**config.mk**
```make
export PLATFORM = sky130hd
export DESIGN_NAME = fcct_top
export DESIGN_NICKNAME = d
export VERILOG_FILES = /design/src/core/fcct_pkg.sv /design/src/core/fcct_irq_if.sv /design/src/core/fcct_top.sv /design/src/core/fcct_chain.sv
export SDC_FILE = /design/constraint.sdc
export NUM_CORES = 1
export LEC_CHECK = 0
export ABC_AREA = 1
export BUFFER_PORTS_ARGS = -buffer_cell sky130_fd_sc_hd__clkbuf_2
export CAP_MARGIN = 20
export CORE_UTILIZATION = 60
export DETAILED_ROUTE_END_ITERATION = 10
export PLACE_DENSITY = 0.79
export SLEW_MARGIN = 0
export SYNTH_ARGS = -nofsm -noshare
export SYNTH_HDL_FRONTEND = slang
export SYNTH_HIERARCHICAL = 1
export SYNTH_SLANG_ARGS = --single-unit
```
**constraint.sdc**
```tcl
create_clock -name core_clk -period 2.1 [get_ports core_clk]
set_input_delay 0.105 -clock core_clk [delete_from_list [all_inputs] [get_ports core_clk]]
set_output_delay 0.105 -clock core_clk [all_outputs]
set_load 0.05 [all_outputs]
```
**src/core/fcct_pkg.sv**
```systemverilog
// Package of constants and types for the four channel counter timer
// ----------------------------------------
// Summary of operation
// ----------------------------------------
// Summary of operation
// - Host programs each channel with a control word, then a time constant.
// - Control word decodes to irq enable, mode, prescale, edge, trigger, follow, reset.
// - Timer mode prescaler divides clock by 16 or 256, chosen by bit 5.
// - Timer mode decrements counter once per prescaler tick.
// - Counter mode decrements once per active trigger edge, clock synchronised.
// - Time constant is 8 bits; zero stands for 256.
// - Counter loads constant at start and again at every zero.
// - Timer starts at constant write or on trigger edge, as chosen.
// - Channels 0 to 2 pulse their zero count output high at zero.
// - Channel 3 has no zero count output; only its interrupt.
// - Enabled channels raise active low service request at zero, held off while chain input low or a channel in service.
// - Each channel holds its own interrupt enable.
// - Channel 0 has highest internal priority, channel 3 lowest.
// - On acknowledge the winning channel's vector goes onto the data bus.
// - Priority held only while chain input high; chain out low otherwise.
// - Pending or in-service interrupt holds chain output low.
// - On first return opcode byte with pending request, chain out high one cycle.
// - Reading a channel returns live count without disturbing it.
// - Bit 0 set marks control word; bit 2 says constant follows.
// - Bits 7,6,5,4,3,1 are irq enable, mode, prescale, edge, trigger, reset.
// - Bit 0 clear to channel 0 stores vector bits 7..3; bits 2..1 name channel.
package fcct_pkg;
   localparam int NUM_CH = 4;
   localparam int CW_IRQ_EN = 7;
   localparam int CW_TIMER = 6;
   localparam int CW_PRE256 = 5;
   localparam int CW_RISE = 4;
   localparam int CW_EXT_TRIG = 3;
   localparam int CW_TC_FOLLOWS = 2;
   localparam int CW_SOFT_RST = 1;
   localparam int CW_IS_CTRL = 0;
   localparam logic [7:0] PRE_DIV_LO_MAX = 8'h0f;
   localparam logic [7:0] PRE_DIV_HI_MAX = 8'hff;
   localparam logic [7:0] RST_BYTE = 8'h00;
   localparam logic [4:0] RST_VEC = 5'h00;
   localparam logic [7:0] RET_PREFIX = 8'hed;
   localparam logic [7:0] RET_SECOND = 8'h4d;
   typedef enum {FCCT_ST_IDLE, FCCT_ST_WAIT_TC, FCCT_ST_WAIT_TRIG, FCCT_ST_RUN} fcct_state_t;
endpackage : fcct_pkg

```
**src/core/fcct_irq_if.sv**
```systemverilog
// Interface carrying channel zero strobes, interrupt enables and vector base to the daisy chain unit
`timescale 1ns/10ps
`default_nettype none
interface fcct_irq_if;
   logic [3:0] zero_strobe;
   logic [3:0] irq_enable;
   logic [4:0] vector_high;
   modport chan (output zero_strobe, output irq_enable, output vector_high);
   modport chain (input zero_strobe, input irq_enable, input vector_high);
endinterface : fcct_irq_if
`default_nettype wire

```
**src/core/fcct_top.sv**
```systemverilog
// Four channel down counter timer with daisy chain interrupts
`timescale 1ns/10ps
`default_nettype none
module fcct_top
   import fcct_pkg::*;
(
   input wire logic core_clk,
   input wire logic rst,
   input wire logic channel_select_high,
   input wire logic channel_select_low,
   input wire logic wr_strobe,
   input wire logic rd_strobe,
   input wire logic [7:0] data_in,
   output logic [7:0] data_out,
   output logic data_oe,
   input wire logic [3:0] count_trigger_in,
   output logic [2:0] zero_count_pulse_out,
   output logic int_req_n,
   input wire logic chain_priority_in,
   output logic chain_priority_out,
   input wire logic opcode_fetch_marker,
   input wire logic io_cycle_strobe
);
   import fcct_pkg::*;
   fcct_irq_if irq ();
   logic [1:0] sel;
   logic [4:0] vec_reg;
   logic [3:0] zs_reg;
   logic [3:0] ie_reg;
   logic [7:0] cnt_rd [NUM_CH];
   logic vec_valid;
   logic [7:0] vec_data;

   assign sel = {channel_select_high, channel_select_low};
   assign irq.zero_strobe = zs_reg;
   assign irq.irq_enable = ie_reg;
   assign irq.vector_high = vec_reg;

   // Vector base, written through channel 0 with bit 0 clear
   always_ff @(posedge core_clk)
   begin
      if (rst)
         vec_reg <= RST_VEC;
      else if (wr_strobe && sel == 2'd0 && !data_in[CW_IS_CTRL])
         vec_reg <= data_in[7:3];
   end

   // ----------------------------------------
   // Channels
   // ----------------------------------------
   for (genvar c = 0; c < NUM_CH; c++) begin : g_ch
      fcct_state_t st_reg;
      logic [7:0] cw_reg;
      logic [7:0] tc_reg;
      logic [7:0] cnt_reg;
      logic [7:0] pre_reg;
      logic trig_q_reg;
      logic edge_hit;
      logic tick;
      logic wr_me;
      logic follow_reg;
      logic [7:0] cw_new;

      assign wr_me = wr_strobe && sel == 2'(c);
      // Edge test uses the stored slope; rewriting the slope alone gives no edge
      assign edge_hit = cw_reg[CW_RISE] ? (count_trigger_in[c] && !trig_q_reg)
                                        : (!count_trigger_in[c] && trig_q_reg);
      assign tick = cw_reg[CW_TIMER]
                    ? (pre_reg == (cw_reg[CW_PRE256] ? PRE_DIV_HI_MAX : PRE_DIV_LO_MAX))
                    : edge_hit;
      assign cw_new = data_in;
      assign cnt_rd[c] = cnt_reg;

      always_ff @(posedge core_clk)
      begin
         if (rst)
            trig_q_reg <= 1'b0;
         else
            trig_q_reg <= count_trigger_in[c];
      end

      // Prescaler, held clear unless a timer is running
      always_ff @(posedge core_clk)
      begin
         if (rst || st_reg != FCCT_ST_RUN || !cw_reg[CW_TIMER])
            pre_reg <= 8'h00;
         else if (tick)
            pre_reg <= 8'h00;
         else
            pre_reg <= pre_reg + 8'h01;
      end

      always_ff @(posedge core_clk)
      begin
         if (rst)
         begin
            st_reg <= FCCT_ST_IDLE;
            cw_reg <= RST_BYTE;
            tc_reg <= RST_BYTE;
            cnt_reg <= RST_BYTE;
            follow_reg <= 1'b0;
            zs_reg[c] <= 1'b0;
            ie_reg[c] <= 1'b0;
         end
         else
         begin
            zs_reg[c] <= 1'b0;
            if (wr_me && follow_reg)
            begin
               tc_reg <= data_in;
               follow_reg <= 1'b0;
               if (st_reg != FCCT_ST_RUN)
               begin
                  cnt_reg <= data_in;
                  st_reg <= (cw_reg[CW_TIMER] && cw_reg[CW_EXT_TRIG])
                            ? FCCT_ST_WAIT_TRIG : FCCT_ST_RUN;
               end
            end
            else if (wr_me && data_in[CW_IS_CTRL])
            begin
               cw_reg <= cw_new;
               ie_reg[c] <= cw_new[CW_IRQ_EN];
               follow_reg <= cw_new[CW_TC_FOLLOWS];
               if (cw_new[CW_SOFT_RST])
                  st_reg <= cw_new[CW_TC_FOLLOWS] ? FCCT_ST_WAIT_TC : FCCT_ST_IDLE;
            end
            else if (st_reg == FCCT_ST_WAIT_TRIG && edge_hit)
               st_reg <= FCCT_ST_RUN;
            else if (st_reg == FCCT_ST_RUN && tick)
            begin
               // Reload in the zero cycle so no period is lost
               if (cnt_reg == 8'h01)
               begin
                  cnt_reg <= tc_reg;
                  zs_reg[c] <= 1'b1;
               end
               else
                  cnt_reg <= cnt_reg - 8'h01;
            end
         end
      end
   end

   // ----------------------------------------
   // Outputs
   // ----------------------------------------
   always_ff @(posedge core_clk)
   begin
      if (rst)
         zero_count_pulse_out <= 3'h0;
      else
         zero_count_pulse_out <= zs_reg[2:0];
   end

   // Bus answer stands one cycle; a vector wins over a read in the same cycle
   always_ff @(posedge core_clk)
   begin
      if (rst)
      begin
         data_out <= RST_BYTE;
         data_oe <= 1'b0;
      end
      else
      begin
         data_oe <= rd_strobe || vec_valid;
         data_out <= vec_valid ? vec_data : cnt_rd[sel];
      end
   end

   fcct_chain u_chain (
      .core_clk(core_clk),
      .rst(rst),
      .irq(irq.chain),
      .chain_priority_in(chain_priority_in),
      .opcode_fetch_marker(opcode_fetch_marker),
      .io_cycle_strobe(io_cycle_strobe),
      .data_in(data_in),
      .chain_priority_out(chain_priority_out),
      .int_req_n(int_req_n),
      .vec_valid(vec_valid),
      .vec_data(vec_data)
   );
endmodule : fcct_top
`default_nettype wire

```
**src/core/fcct_chain.sv**
```systemverilog
// Daisy chain interrupt unit with vector generation
`timescale 1ns/10ps
`default_nettype none
module fcct_chain
   import fcct_pkg::*;
(
   input wire logic core_clk,
   input wire logic rst,
   fcct_irq_if.chain irq,
   input wire logic chain_priority_in,
   input wire logic opcode_fetch_marker,
   input wire logic io_cycle_strobe,
   input wire logic [7:0] data_in,
   output logic chain_priority_out,
   output logic int_req_n,
   output logic vec_valid,
   output logic [7:0] vec_data
);
   import fcct_pkg::*;
   logic [3:0] pend_reg;
   logic [3:0] serv_reg;
   logic [1:0] win;
   logic any_win;
   logic ret_prefix_reg;
   logic ret_lift;
   logic ack;
   logic fetch_q_reg;
   logic fetch_start;

   assign ack = opcode_fetch_marker && io_cycle_strobe;
   assign fetch_start = opcode_fetch_marker && !fetch_q_reg && !io_cycle_strobe;
   assign ret_lift = fetch_start && (data_in == RET_PREFIX) && (pend_reg != 4'h0);

   // ----------------------------------------
   // Priority pick
   // ----------------------------------------
   always_comb
   begin
      win = 2'd3;
      any_win = 1'b0;
      for (int i = NUM_CH - 1; i >= 0; i--)
      begin
         if (pend_reg[i])
         begin
            win = 2'(i);
            any_win = 1'b1;
         end
      end
   end

   // Pending set wins over the acknowledge clear
   always_ff @(posedge core_clk)
   begin
      if (rst)
      begin
         pend_reg <= 4'h0;
         serv_reg <= 4'h0;
      end
      else
      begin
         for (int i = 0; i < NUM_CH; i++)
         begin
            if (irq.zero_strobe[i] && irq.irq_enable[i])
               pend_reg[i] <= 1'b1;
            else if (!irq.irq_enable[i])
               pend_reg[i] <= 1'b0;
            else if (ack && chain_priority_in && any_win && win == 2'(i))
               pend_reg[i] <= 1'b0;
         end
         if (ack && chain_priority_in && any_win)
            serv_reg[win] <= 1'b1;
         else if (fetch_start && ret_prefix_reg && data_in == RET_SECOND)
         begin
            for (int i = NUM_CH - 1; i >= 0; i--)
               if (serv_reg[i])
                  serv_reg <= serv_reg & ~(4'h1 << i);
         end
      end
   end

   // ----------------------------------------
   // Return opcode decoding
   // ----------------------------------------
   always_ff @(posedge core_clk)
   begin
      if (rst)
      begin
         ret_prefix_reg <= 1'b0;
         fetch_q_reg <= 1'b0;
      end
      else
      begin
         fetch_q_reg <= opcode_fetch_marker;
         // Prefix is kept until the next fetch, so the second byte still sees it
         if (fetch_start)
            ret_prefix_reg <= (data_in == RET_PREFIX);
      end
   end

   // Vector is combinational here; the top registers it onto its pins
   always_comb
   begin
      vec_valid = ack && chain_priority_in && any_win;
      vec_data = {irq.vector_high, win, 1'b0};
   end

   // ----------------------------------------
   // Chain output and interrupt request
   // ----------------------------------------
   always_ff @(posedge core_clk)
   begin
      if (rst)
      begin
         chain_priority_out <= 1'b0;
         int_req_n <= 1'b1;
      end
      else
      begin
         if (!chain_priority_in)
            chain_priority_out <= 1'b0;
         else if (ret_lift)
            chain_priority_out <= 1'b1;
         else
            chain_priority_out <= (pend_reg == 4'h0) && (serv_reg == 4'h0);
         int_req_n <= !(chain_priority_in && (pend_reg != 4'h0) && (serv_reg == 4'h0));
      end
   end
endmodule : fcct_chain
`default_nettype wire

```
### Yosys cells after proc, flatten, opt, wreduce, memory -nomap -nowiden

Cells that the tools add are included.

* $add $sub $neg: 8
* mux-type cells: 93
* $lt $le $gt $ge: 3
* reductions and logical operators: 122
* bitwise operators: 11
* equal/unequal tests: 51

Operators with widths (count)
* $mux 32: 17
* $eq 32x3->1 const B: 8
* $mux 8: 31
* $ne 32x3->1 const B: 4
* $logic_and 1x1->1: 54
* $mux 1: 36
* $add 8x1->8 const B: 4
* $eq 8x1->1 const B: 4
* $eq 8x8->1: 4
* $sub 8x1->8 const B: 4
* $ne 2x2->1 const B: 15
* $mux 4: 5
* $reduce_and 4->1: 5
* $reduce_or 2->1: 10
* $reduce_or 5->1: 4
* $bmux 8 s2: 1
* $logic_not 1->1: 16
* $reduce_and 3->1: 5
* $ne 3x1->1 const B: 4
* $ne 3x3->1 const B: 4
* $reduce_bool 3->1: 4
* $reduce_and 2->1: 5
* $reduce_bool 2->1: 5
* $logic_or 1x1->1: 9
* 15 further kinds: 30

* logic and storage cells: 341
* bits in registers: 297
* output and inout bits: 14
* input port bits: 21

### Depth between registers and ports, before layout

Gate-level depths: netlist (run 1).

* word-level depth: 9
* mapped depth: 13
* mapped depth without buffers: 13

### Cells and area by module

Netlist (run 1), hierarchy kept.

Modules (own cells, without submodules)
* fcct_top: cells an instance 1118, area an instance 7464.7 um^2, sequential area each 3062.9 um^2, times used 1
* fcct_chain: cells an instance 100, area an instance 658.1 um^2, sequential area each 240.2 um^2, times used 1

### Worst setup path before layout (run 1)

OpenSTA, ideal clock, no wires.

* kind: register -> register
* start point: register g_ch[1].cnt_reg[1]
* end point: register g_ch[1].cnt_reg[3]
* path slack: 588 ps
* cell stages (with the launch flop): 12
* arrival: 1397 ps
* library setup time: 115 ps
* cells stage by stage: dfxtp_1 > inv_1 > ha_1 > nand2_1 > inv_1 > nand2_1 > clkbuf_1 > nand3_1 > a21oi_1 > nand3_1 > nand2_1 > nor2_1

* word-level cells in the longest chain between the ends: 6

Ends and longest elaborated chain
* from (decl): RTL line fcct_top.sv:55 `logic [7:0] cnt_reg;`
* from (signal assigned): RTL line fcct_top.sv:114 `cnt_reg <= data_in;`
* from (signal assigned): RTL line fcct_top.sv:134 `cnt_reg <= tc_reg;`
* from (signal assigned): RTL line fcct_top.sv:138 `cnt_reg <= cnt_reg - 8'h01;`
* $sub 8x1->8 / $eq 8x1->1 (equally long branches): RTL line fcct_top.sv:138, fcct_top.sv:132
* $mux 8 *: RTL line fcct_top.sv:132 `if (cnt_reg == 8'h01)`
* $mux 8 *: RTL line fcct_top.sv:129 `else if (st_reg == FCCT_ST_RUN && tick)`
* $mux 8 *: RTL line fcct_top.sv:127 `else if (st_reg == FCCT_ST_WAIT_TRIG && edge_hit)`
* $mux 8 *: RTL line fcct_top.sv:119 `else if (wr_me && data_in[CW_IS_CTRL])`
* $mux 8 *: RTL line fcct_top.sv:108 `if (wr_me && follow_reg)`

Every way passes the cells marked *; elsewhere a longest branch is shown, timed or not. The select of a mux whose other input is x is not followed.
A chain may end at the register's enable or synchronous reset.

### Final worst setup path (run 1)

* start point: register g_ch[2].pre_reg[0]
* end point: register g_ch[2].cnt_reg[2]

* word-level cells in the longest chain between the ends: 5

Ends and longest elaborated chain
* from (decl): RTL line fcct_top.sv:56 `logic [7:0] pre_reg;`
* from (signal assigned): RTL line fcct_top.sv:90 `pre_reg <= pre_reg + 8'h01;`
* $eq 8x8->1: RTL line fcct_top.sv:69 `? (pre_reg == (cw_reg[CW_PRE256] ? PRE_DIV_HI_MAX : PRE_DIV_LO_MAX))`
* $mux 1: RTL line fcct_top.sv:69
* $logic_and 1x1->1: RTL line fcct_top.sv:129
* $reduce_bool 2->1 (no source line)
* $reduce_and 4->1 (no source line)
* to (signal assigned): RTL line fcct_top.sv:114
* to (signal assigned): RTL line fcct_top.sv:134
* to (signal assigned): RTL line fcct_top.sv:138
* to (decl): RTL line fcct_top.sv:55

Every way passes these cells.

==> flow_summary.yaml, run 1 <==
run_status:
  outcome: "complete, no violations"
worst_setup_path:
  worstRegToRegCells: 11
  arrival_ns: 2.13
  cp.required_ns: 2.43
  cp_max_fo: 7
  critPathKind: "flop to flop"
  r2r-start: "g_ch[2].pre_reg[0]"
  r2r_end: "g_ch[2].cnt_reg[2]"
  cp-start-kind: "flop"
  end_kind: "flop"
  rrSetupSlack_ns: 0.29
final_layout:
  antenna_cells: 0
  areaGrowthSynthToFinish_pct: 11.77
  final_area_um2: 9079
  nets: 1287
  fin_util: 0.6856
  drive_above_1_share: 0.09155
  fillers: 1176
cts:
  clock-root-buffer: "clkbuf_16"
  clock_path_buffers: 2
  hold_buffers: 6
  cts_setup_buffers: 0
  numCtsBuffers: 17
  insertion_delay_ns: 0.43
  clock-sinks: 165
  cts.repair.resized: 0
  cts_max_level: 4
  cts_tree: "yes"
  path_clk_slew_ns: 0.06
placed_design:
  io_buffers: 34
  gp_congestion: 0.9339
  placed_area_um2: 8473
  hpwlAfterDp_mm: 13.89
global_routing:
  globalRouteMet3Util: 0.05888
  antenna_found_initial: 0
  top_usage_layer: "met2"
  met1_usage: 0.3677
  grt_overflow_total: 0
  grt_start_max_net_pins: 55
  use_met2: 0.5088
  grt_use_total: 0.2985
  grt_first_pass_wirelength_mm: 33.22
  grt_pass1_vias: 7030
sta:
  finClkSkew_ns: 0.01551
  hold_viol: 0
  max_slew.worst_pin.slew_ns: 0.6390
  slew_headroom: 0.5725
  fin_crit_sh: 0.8605
  period_minus_slack_ns: 1.807
  max_freq_ghz: 0.5534
  fin_tns_setup_ns: 0
  slew_viol_final: 0
  holdWs_ns: 0.008021
  setup_viol: 0
  rsz0062_at_grt: "no"
yosys:
  synth_area_leader_cell: "dfxtp_1"
  syn-cell-area_um2: 8123
  synth-main-ff-cell: "dfxtp_1"
  ys_ff_latch: 165
  yosysSeqAreaShare: 0.4067
  synth_top_area_frac: 0.4067
  synth_warnings: 6
  synth_edf_count: 0
  postSynthAreaPerCell_um2: 6.669
  synthTopCellsByArea: "dfxtp_1 41%, nand2_1 15%, nor2_1 7.4%"
  syn_inst: 1218
  syn-num-nets: 1251
  postSynth.asyncResetShare: 0
  synth_cell_types: 37
routing:
  drc: 0
  routed_wl_mm: 19.89
  drt-initial-drc-count: 673
  ant_nets: 0
  dr.pass1.iters: 5
  vias_per_cell: 5.344
  wire_per_inst_um: 13.78
  vias: 7712
floorplan:
  initial_utilization: 0.6134
  die_y_um: 118.4
  coreArea_um2: 13240
  ioPinCount: 35
  rows: 42
  die_x_um: 118.4
  die_area_um2: 14010
power_and_ir_drop:
  leakage_nw: 3.844
  p_clk_frac: 0.443
  p_per_area_nw_per_um2: 721.9
  p_seq_frac: 0.489
  vdd_drop_max_mv: 0.9211
  switchingPower_w: 0.001559
  comb_power_share: 0.067
  total_power_w: 0.006554
  switching_share: 0.2378
  p_int_w: 0.004995
worst_hold_path:
  hold_depth: 3
  hold_class: "input pin to flop"
  hp-start: "data_in[3]"
  hold_end: "irq.vector_high[0]"
run:
  drv_cap: 0
-- per-layer routing --
layer,vias up,part of all wire
met1,3489,0.45
met2,215,0.47
met5,-,0
met3,53,0.049
met4,0,0.029
li1,3955,-
-- layout by cell type, fill, tap and decap left out, drive strengths merged, types with 2 or more instances in the layout --
cell type / Yosys / routed
xor2: 8 / 8
o21a: 2 / 2
dfxtp: 165 / 165
nor3b: 3 / 3
nor2: 174 / 174
xnor2: 12 / 12
o22ai: 2 / 2
a221oi: 2 / 2
clkinv: 0 / 8
o21ai: 71 / 71
nand4: 13 / 13
nor4: 4 / 4
a21oi: 113 / 113
nand3: 89 / 89
a211oi: 3 / 3
a41oi: 3 / 3
nand3b: 3 / 3
ha: 12 / 12
nor3: 6 / 6
a31oi: 4 / 4
inv: 149 / 149
dlygate4sd3: 0 / 6
or2: 2 / 2
clkbuf: 17 / 56
a22oi: 3 / 3
nand2: 336 / 336
buf: 20 / 14
-- stage by stage --
stage / std cells / setup slack [ns]
3_5_place_dp: 1405 / 0.3295
2_1_floorplan: 1218 / 0.5877
3_3_place_gp: 1405 / 0.3718
6_report: 1443 / 0.2929
5_1_grt: 1443 / 0.03812
4_1_cts: 1443 / 0.2681
-- cells in the mapped netlist, drive strengths merged (6+ instances only) --
cell type and instances:
a21oi 113, buf 20, clkbuf 17, dfxtp 165, ha 12, inv 149, nand2 336, nand3 89
nand4 13, nor2 174, nor3 6, o21ai 71, xnor2 12, xor2 8
-- power by group through the flow --
stage	Sequential, W	Clock, W	Combinational (W)
after floorplan	0.00328	0	0.000281
after global placement	0.00327	0	0.000418
after detailed placement	0.00328	0	0.000424
after CTS	0.00321	0.00293	0.000437
after global routing	0.00321	0.00308	0.000491
final	0.00321	0.00291	0.000440
-- worst max-delay path, stage by stage, from the launching register on --
cell and delay [ns]:
dfxtp_1 0.35, ha_1 0.20, nand3_1 0.14, nor2_1 0.11, nand3_1 0.10, nand2_1 0.09, nand2_1 0.11, nand2_1 0.23
buf_4 0.17, nand3_1 0.07, nand2_1 0.08, nor2_1 0.04
-- how the worst max path moves through the flow --
stage / depth (start not counted) / endpoint / startpoint / slack, ns
2_1_floorplan: 11 / g_ch[1].cnt_reg[3] / g_ch[1].cnt_reg[1] / 0.59
5_1_grt: 11 / g_ch[2].cnt_reg[6] / g_ch[2].pre_reg[0] / 0.04
3_3_place_gp: 10 / g_ch[2].cnt_reg[7] / g_ch[2].pre_reg[0] / 0.37
3_5_place_dp: 10 / g_ch[3].cnt_reg[5] / g_ch[3].pre_reg[0] / 0.33
4_1_cts: 10 / g_ch[2].cnt_reg[7] / g_ch[2].pre_reg[0] / 0.27
6_report: 11 / g_ch[2].cnt_reg[2] / g_ch[2].pre_reg[0] / 0.29
-- layout make-up --
cell class                 instances  area [µm²]  share of cell area
timing repair buffer              54       372.9             0.04107
clock inverter                    10       81.33            0.008958
multi-input combinational        867        4078              0.4491
clock buffer                      22       464.2             0.05113
tap                              176       220.2             0.02426
inverter                         149       559.3             0.06160
sequential                       165        3303              0.3638
-- cells by family (layout without fill, tap and decap cells) --
logic type / Yosys count / after routing / synth area share
other: 1 / 1 / 0.0004617
AO/OA/AOI/OAI: 204 / 204 / 0.1317
AND/OR/NAND/NOR: 630 / 630 / 0.3298
XOR/XNOR: 20 / 20 / 0.02157
flip-flops: 165 / 165 / 0.4067
buffers and inverters: 186 / 235 / 0.09134
adder cells (fa/ha/maj): 12 / 12 / 0.01848
No activity file was read; power rests on OpenSTA's default activity.
==> inputs of run 2 (changes only) <==
ABC_AREA = unset   (was 1)
==> flow_summary.yaml, run 2 <==
yosys:
  yosys.area_share.xor_xnor: 0.04353
  syn_inst: 932
  synth_cell_types: 74
  synth_warnings: 6
  yosysSeqAreaShare: 0.4210
  synth_top_family_by_area: "simple AND/OR/NAND/NOR gates"
  synth_top_area_frac: 0.4210
  synth-main-ff-cell: "dfxtp_1"
  yosysMostFrequentCell: "dfxtp_1"
  postSynth.asyncResetShare: 0
  synth_area_leader_cell: "dfxtp_1"
  synthTopCellsByArea: "dfxtp_1 42%, nand2_1 7.1%, a21oi_1 5.5%"
  synthSimpleGateAreaFrac: 0.2285
  syn-cell-area_um2: 7846
  ys_ff_latch: 165
  postSynthAreaPerCell_um2: 8.419
  synthMuxAreaShare: 0.06283
  syn-num-nets: 965
  synth_edf_count: 0
  synth_common_cells: "165 x dfxtp_1, 149 x nand2_1, 102 x nor2_1"
  synth_compound_area_frac: 0.1780
  synth_adder_area_share: 0.01914
worst_setup_path:
  arrival_ns: 2.35
  cp-start-kind: "flop"
  crit_path_end: "g_ch[3].cnt_reg[7]"
  crit_cells: 6
  r2r_end: "g_ch[3].cnt_reg[7]"
  cp.required_ns: 2.42
  cp_max_fo: 3
  critPathTopFamily: "simple AND/OR/NAND/NOR gates"
  rrSetupSlack_ns: 0.07
  r2r-start: "g_ch[3].cw_reg[5]"
  slowest_delay_ns: 0.51
  startpoint: "g_ch[3].cw_reg[5]"
  end_kind: "flop"
  critPathKind: "flop to flop"
  path_buf_inv: 0
  cp_cell_sequence: "or4_1 -> o22a_1 -> o21ai_2 -> a41oi_2 -> nor2_2 -> mux2_2"
  worstRegToRegCells: 6
  cpMaxStageDelayCell: "or4_1"
sta:
  fin_tns_setup_ns: 0
  max_slew.worst_pin.slew_ns: 0.9686
  fin_crit_sh: 0.9684
  finClkSkew_ns: 0.009818
  period_minus_slack_ns: 2.034
  holdWs_ns: 0.08426
  setup_slack_ns: 0.06627
  setup_viol: 0
  slew_headroom: 0.3519
  slew_viol_final: 0
  hold_viol: 0
  max_freq_ghz: 0.4917
placed_design:
  dp_slack_ns: 0.04487
  io_buffers: 34
  gp_congestion: 0.9027
  placed_area_um2: 8421
  hpwlAfterDp_mm: 13.32
floorplan:
  rows: 41
  die_x_um: 116.4
  die_y_um: 116.4
  initial_utilization: 0.6192
  ioPinCount: 35
  coreArea_um2: 12670
  die_area_um2: 13540
final_layout:
  antenna_cells: 0
  final_common_cell: "dfxtp_1"
  final_area_um2: 9176
  layout_common_cells: "164 x dfxtp_1, 149 x nand2_1, 102 x nor2_1"
  nets: 1027
  areaGrowthSynthToFinish_pct: 16.95
  drive_above_1_share: 0.1718
routing:
  drc: 0
  routed.top_layer: "met4"
  routed_wl_mm: 20.76
  wl_met2_mm: 9.712
  drt-met1-wl_mm: 8.853
  dr.pass1.iters: 9
  wire_per_inst_um: 17.61
  drt-initial-drc-count: 873
  vias_per_cell: 6.140
  wl_met3_mm: 1.629
  vias: 7239
  ant_nets: 0
global_routing:
  grt_overflow_total: 0
  grt_start_max_net_pins: 57
  grt_use_total: 0.3120
  grt_pass1_vias: 6387
  antenna_found_initial: 1
  grt_first_pass_wirelength_mm: 32.28
run:
  drv_cap: 0
cts:
  cts_tree: "yes"
  clock-sinks: 165
  insertion_delay_ns: 0.43
  clock_path_buffers: 2
  cts_max_level: 4
  numCtsBuffers: 17
  clock-root-buffer: "clkbuf_16"
  path_clk_slew_ns: 0.06
power_and_ir_drop:
  vdd_drop_max_mv: 0.5996
  p_per_area_nw_per_um2: 739.0
  leakage_nw: 3.487
run_status:
  outcome: "complete, no violations"
worst_hold_path:
  hold_class: "input pin to flop"
==> run 2: cell count changes in the layout (fill, tap and decap cells not counted), sizes merged, moves of 11 or more <==
cell	previous run	this run
nor2	174	103
a31oi	4	17
inv	149	23
a311oi	0	16
nand3	89	25
a21oi	113	88
buf	14	64
nor3	6	19
nand2b	0	11
nand2	336	149
o21ai	71	29
mux2i	0	29
xor2	8	20
==> run 2: stage by stage <==
stage | cells | util | total power (W)
6_report | 1179 | 0.7242 | 0.006781
3_3_place_gp | 1139 | 0.6646 | 0.003572
4_1_cts | 1178 | 0.7205 | 0.006772
5_1_grt | 1179 | 0.7242 | 0.006957
2_1_floorplan | 932 | - | 0.003457
3_5_place_dp | 1139 | 0.6646 | 0.003577
==> run 2: where the power goes <==
group	leakage, nW	internal [W]	switching, W	total, W
registers	1.33	0.00316	0.0000208	0.00318
clock network	0.301	0.00200	0.00124	0.00325
logic	1.85	0.000123	0.000232	0.000355
total	3.49	0.00529	0.00149	0.00678
==> run 2: cells by family after synthesis <==
| family | Yosys count |
|---|---|
| and+or+nand+nor | 379 |
| AOI/OAI and AO/OA | 213 |
| other | 1 |
| buffers and inverters | 84 |
| DFF | 165 |
| adders and majority gates | 12 |
| xor gates and xnor gates | 39 |
| muxes | 39 |
==> run 2: worst reg2reg max path: cells and delay by family (launching register included) <==
| family | cells | cell delay, ns |
|---|---|---|
| AO/OA/AOI/OAI | 3 | 0.56 |
| AND/OR/NAND/NOR | 2 | 0.70 |
| multiplexers | 1 | 0.35 |
| flip-flops | 1 | 0.33 |
==> run 2: cell type report <==
type,instances,area [µm²]
Sequential cell,165,3304
Clock buffer,26,539.3
Fill cell,940,3495
Clock inverter,6,87.58
Inverter,23,86.33
Multi-Input combinational cell,683,4228
Timing Repair Buffer,104,715.7
Tap cell,172,215.2
==> run 2: worst min-delay path by stage <==
stage                            startpoint                      to  slack [ns]  depth (start not counted)
after floorplan           chain_priority_in       u_chain/int_req_n        0.18                          1
after global placement            rd_strobe                 data_oe        0.32                          3
after detailed placement  chain_priority_in       u_chain/int_req_n        0.32                          2
after CTS                   io_cycle_strobe  u_chain/ret_prefix_reg        0.08                          4
after global routing        io_cycle_strobe  u_chain/ret_prefix_reg        0.11                          4
final                       io_cycle_strobe  u_chain/ret_prefix_reg        0.08                          4
==> run 2: repair_timing <==
item / 4_1_cts / 5_1_grt
gates resized for setup: 1 / 11
hold buffers: 7 / 0
endpoints found under the setup margin: 4 / 24
endpoints found under the hold margin: 8 / 0
gates cloned: 0 / 0
pin swaps: 1 / 7
buffers inserted: 0 / 1
==> run 2: routing by layer <==
| metal | vias to the layer above | track usage |
|---|---|---|
| met4 | 0 | 0.1419 |
| li1 | 3425 | - |
| met2 | 338 | 0.4963 |
| met3 | 59 | 0.04826 |
| met1 | 3417 | 0.4183 |
| met5 | - | 0 |
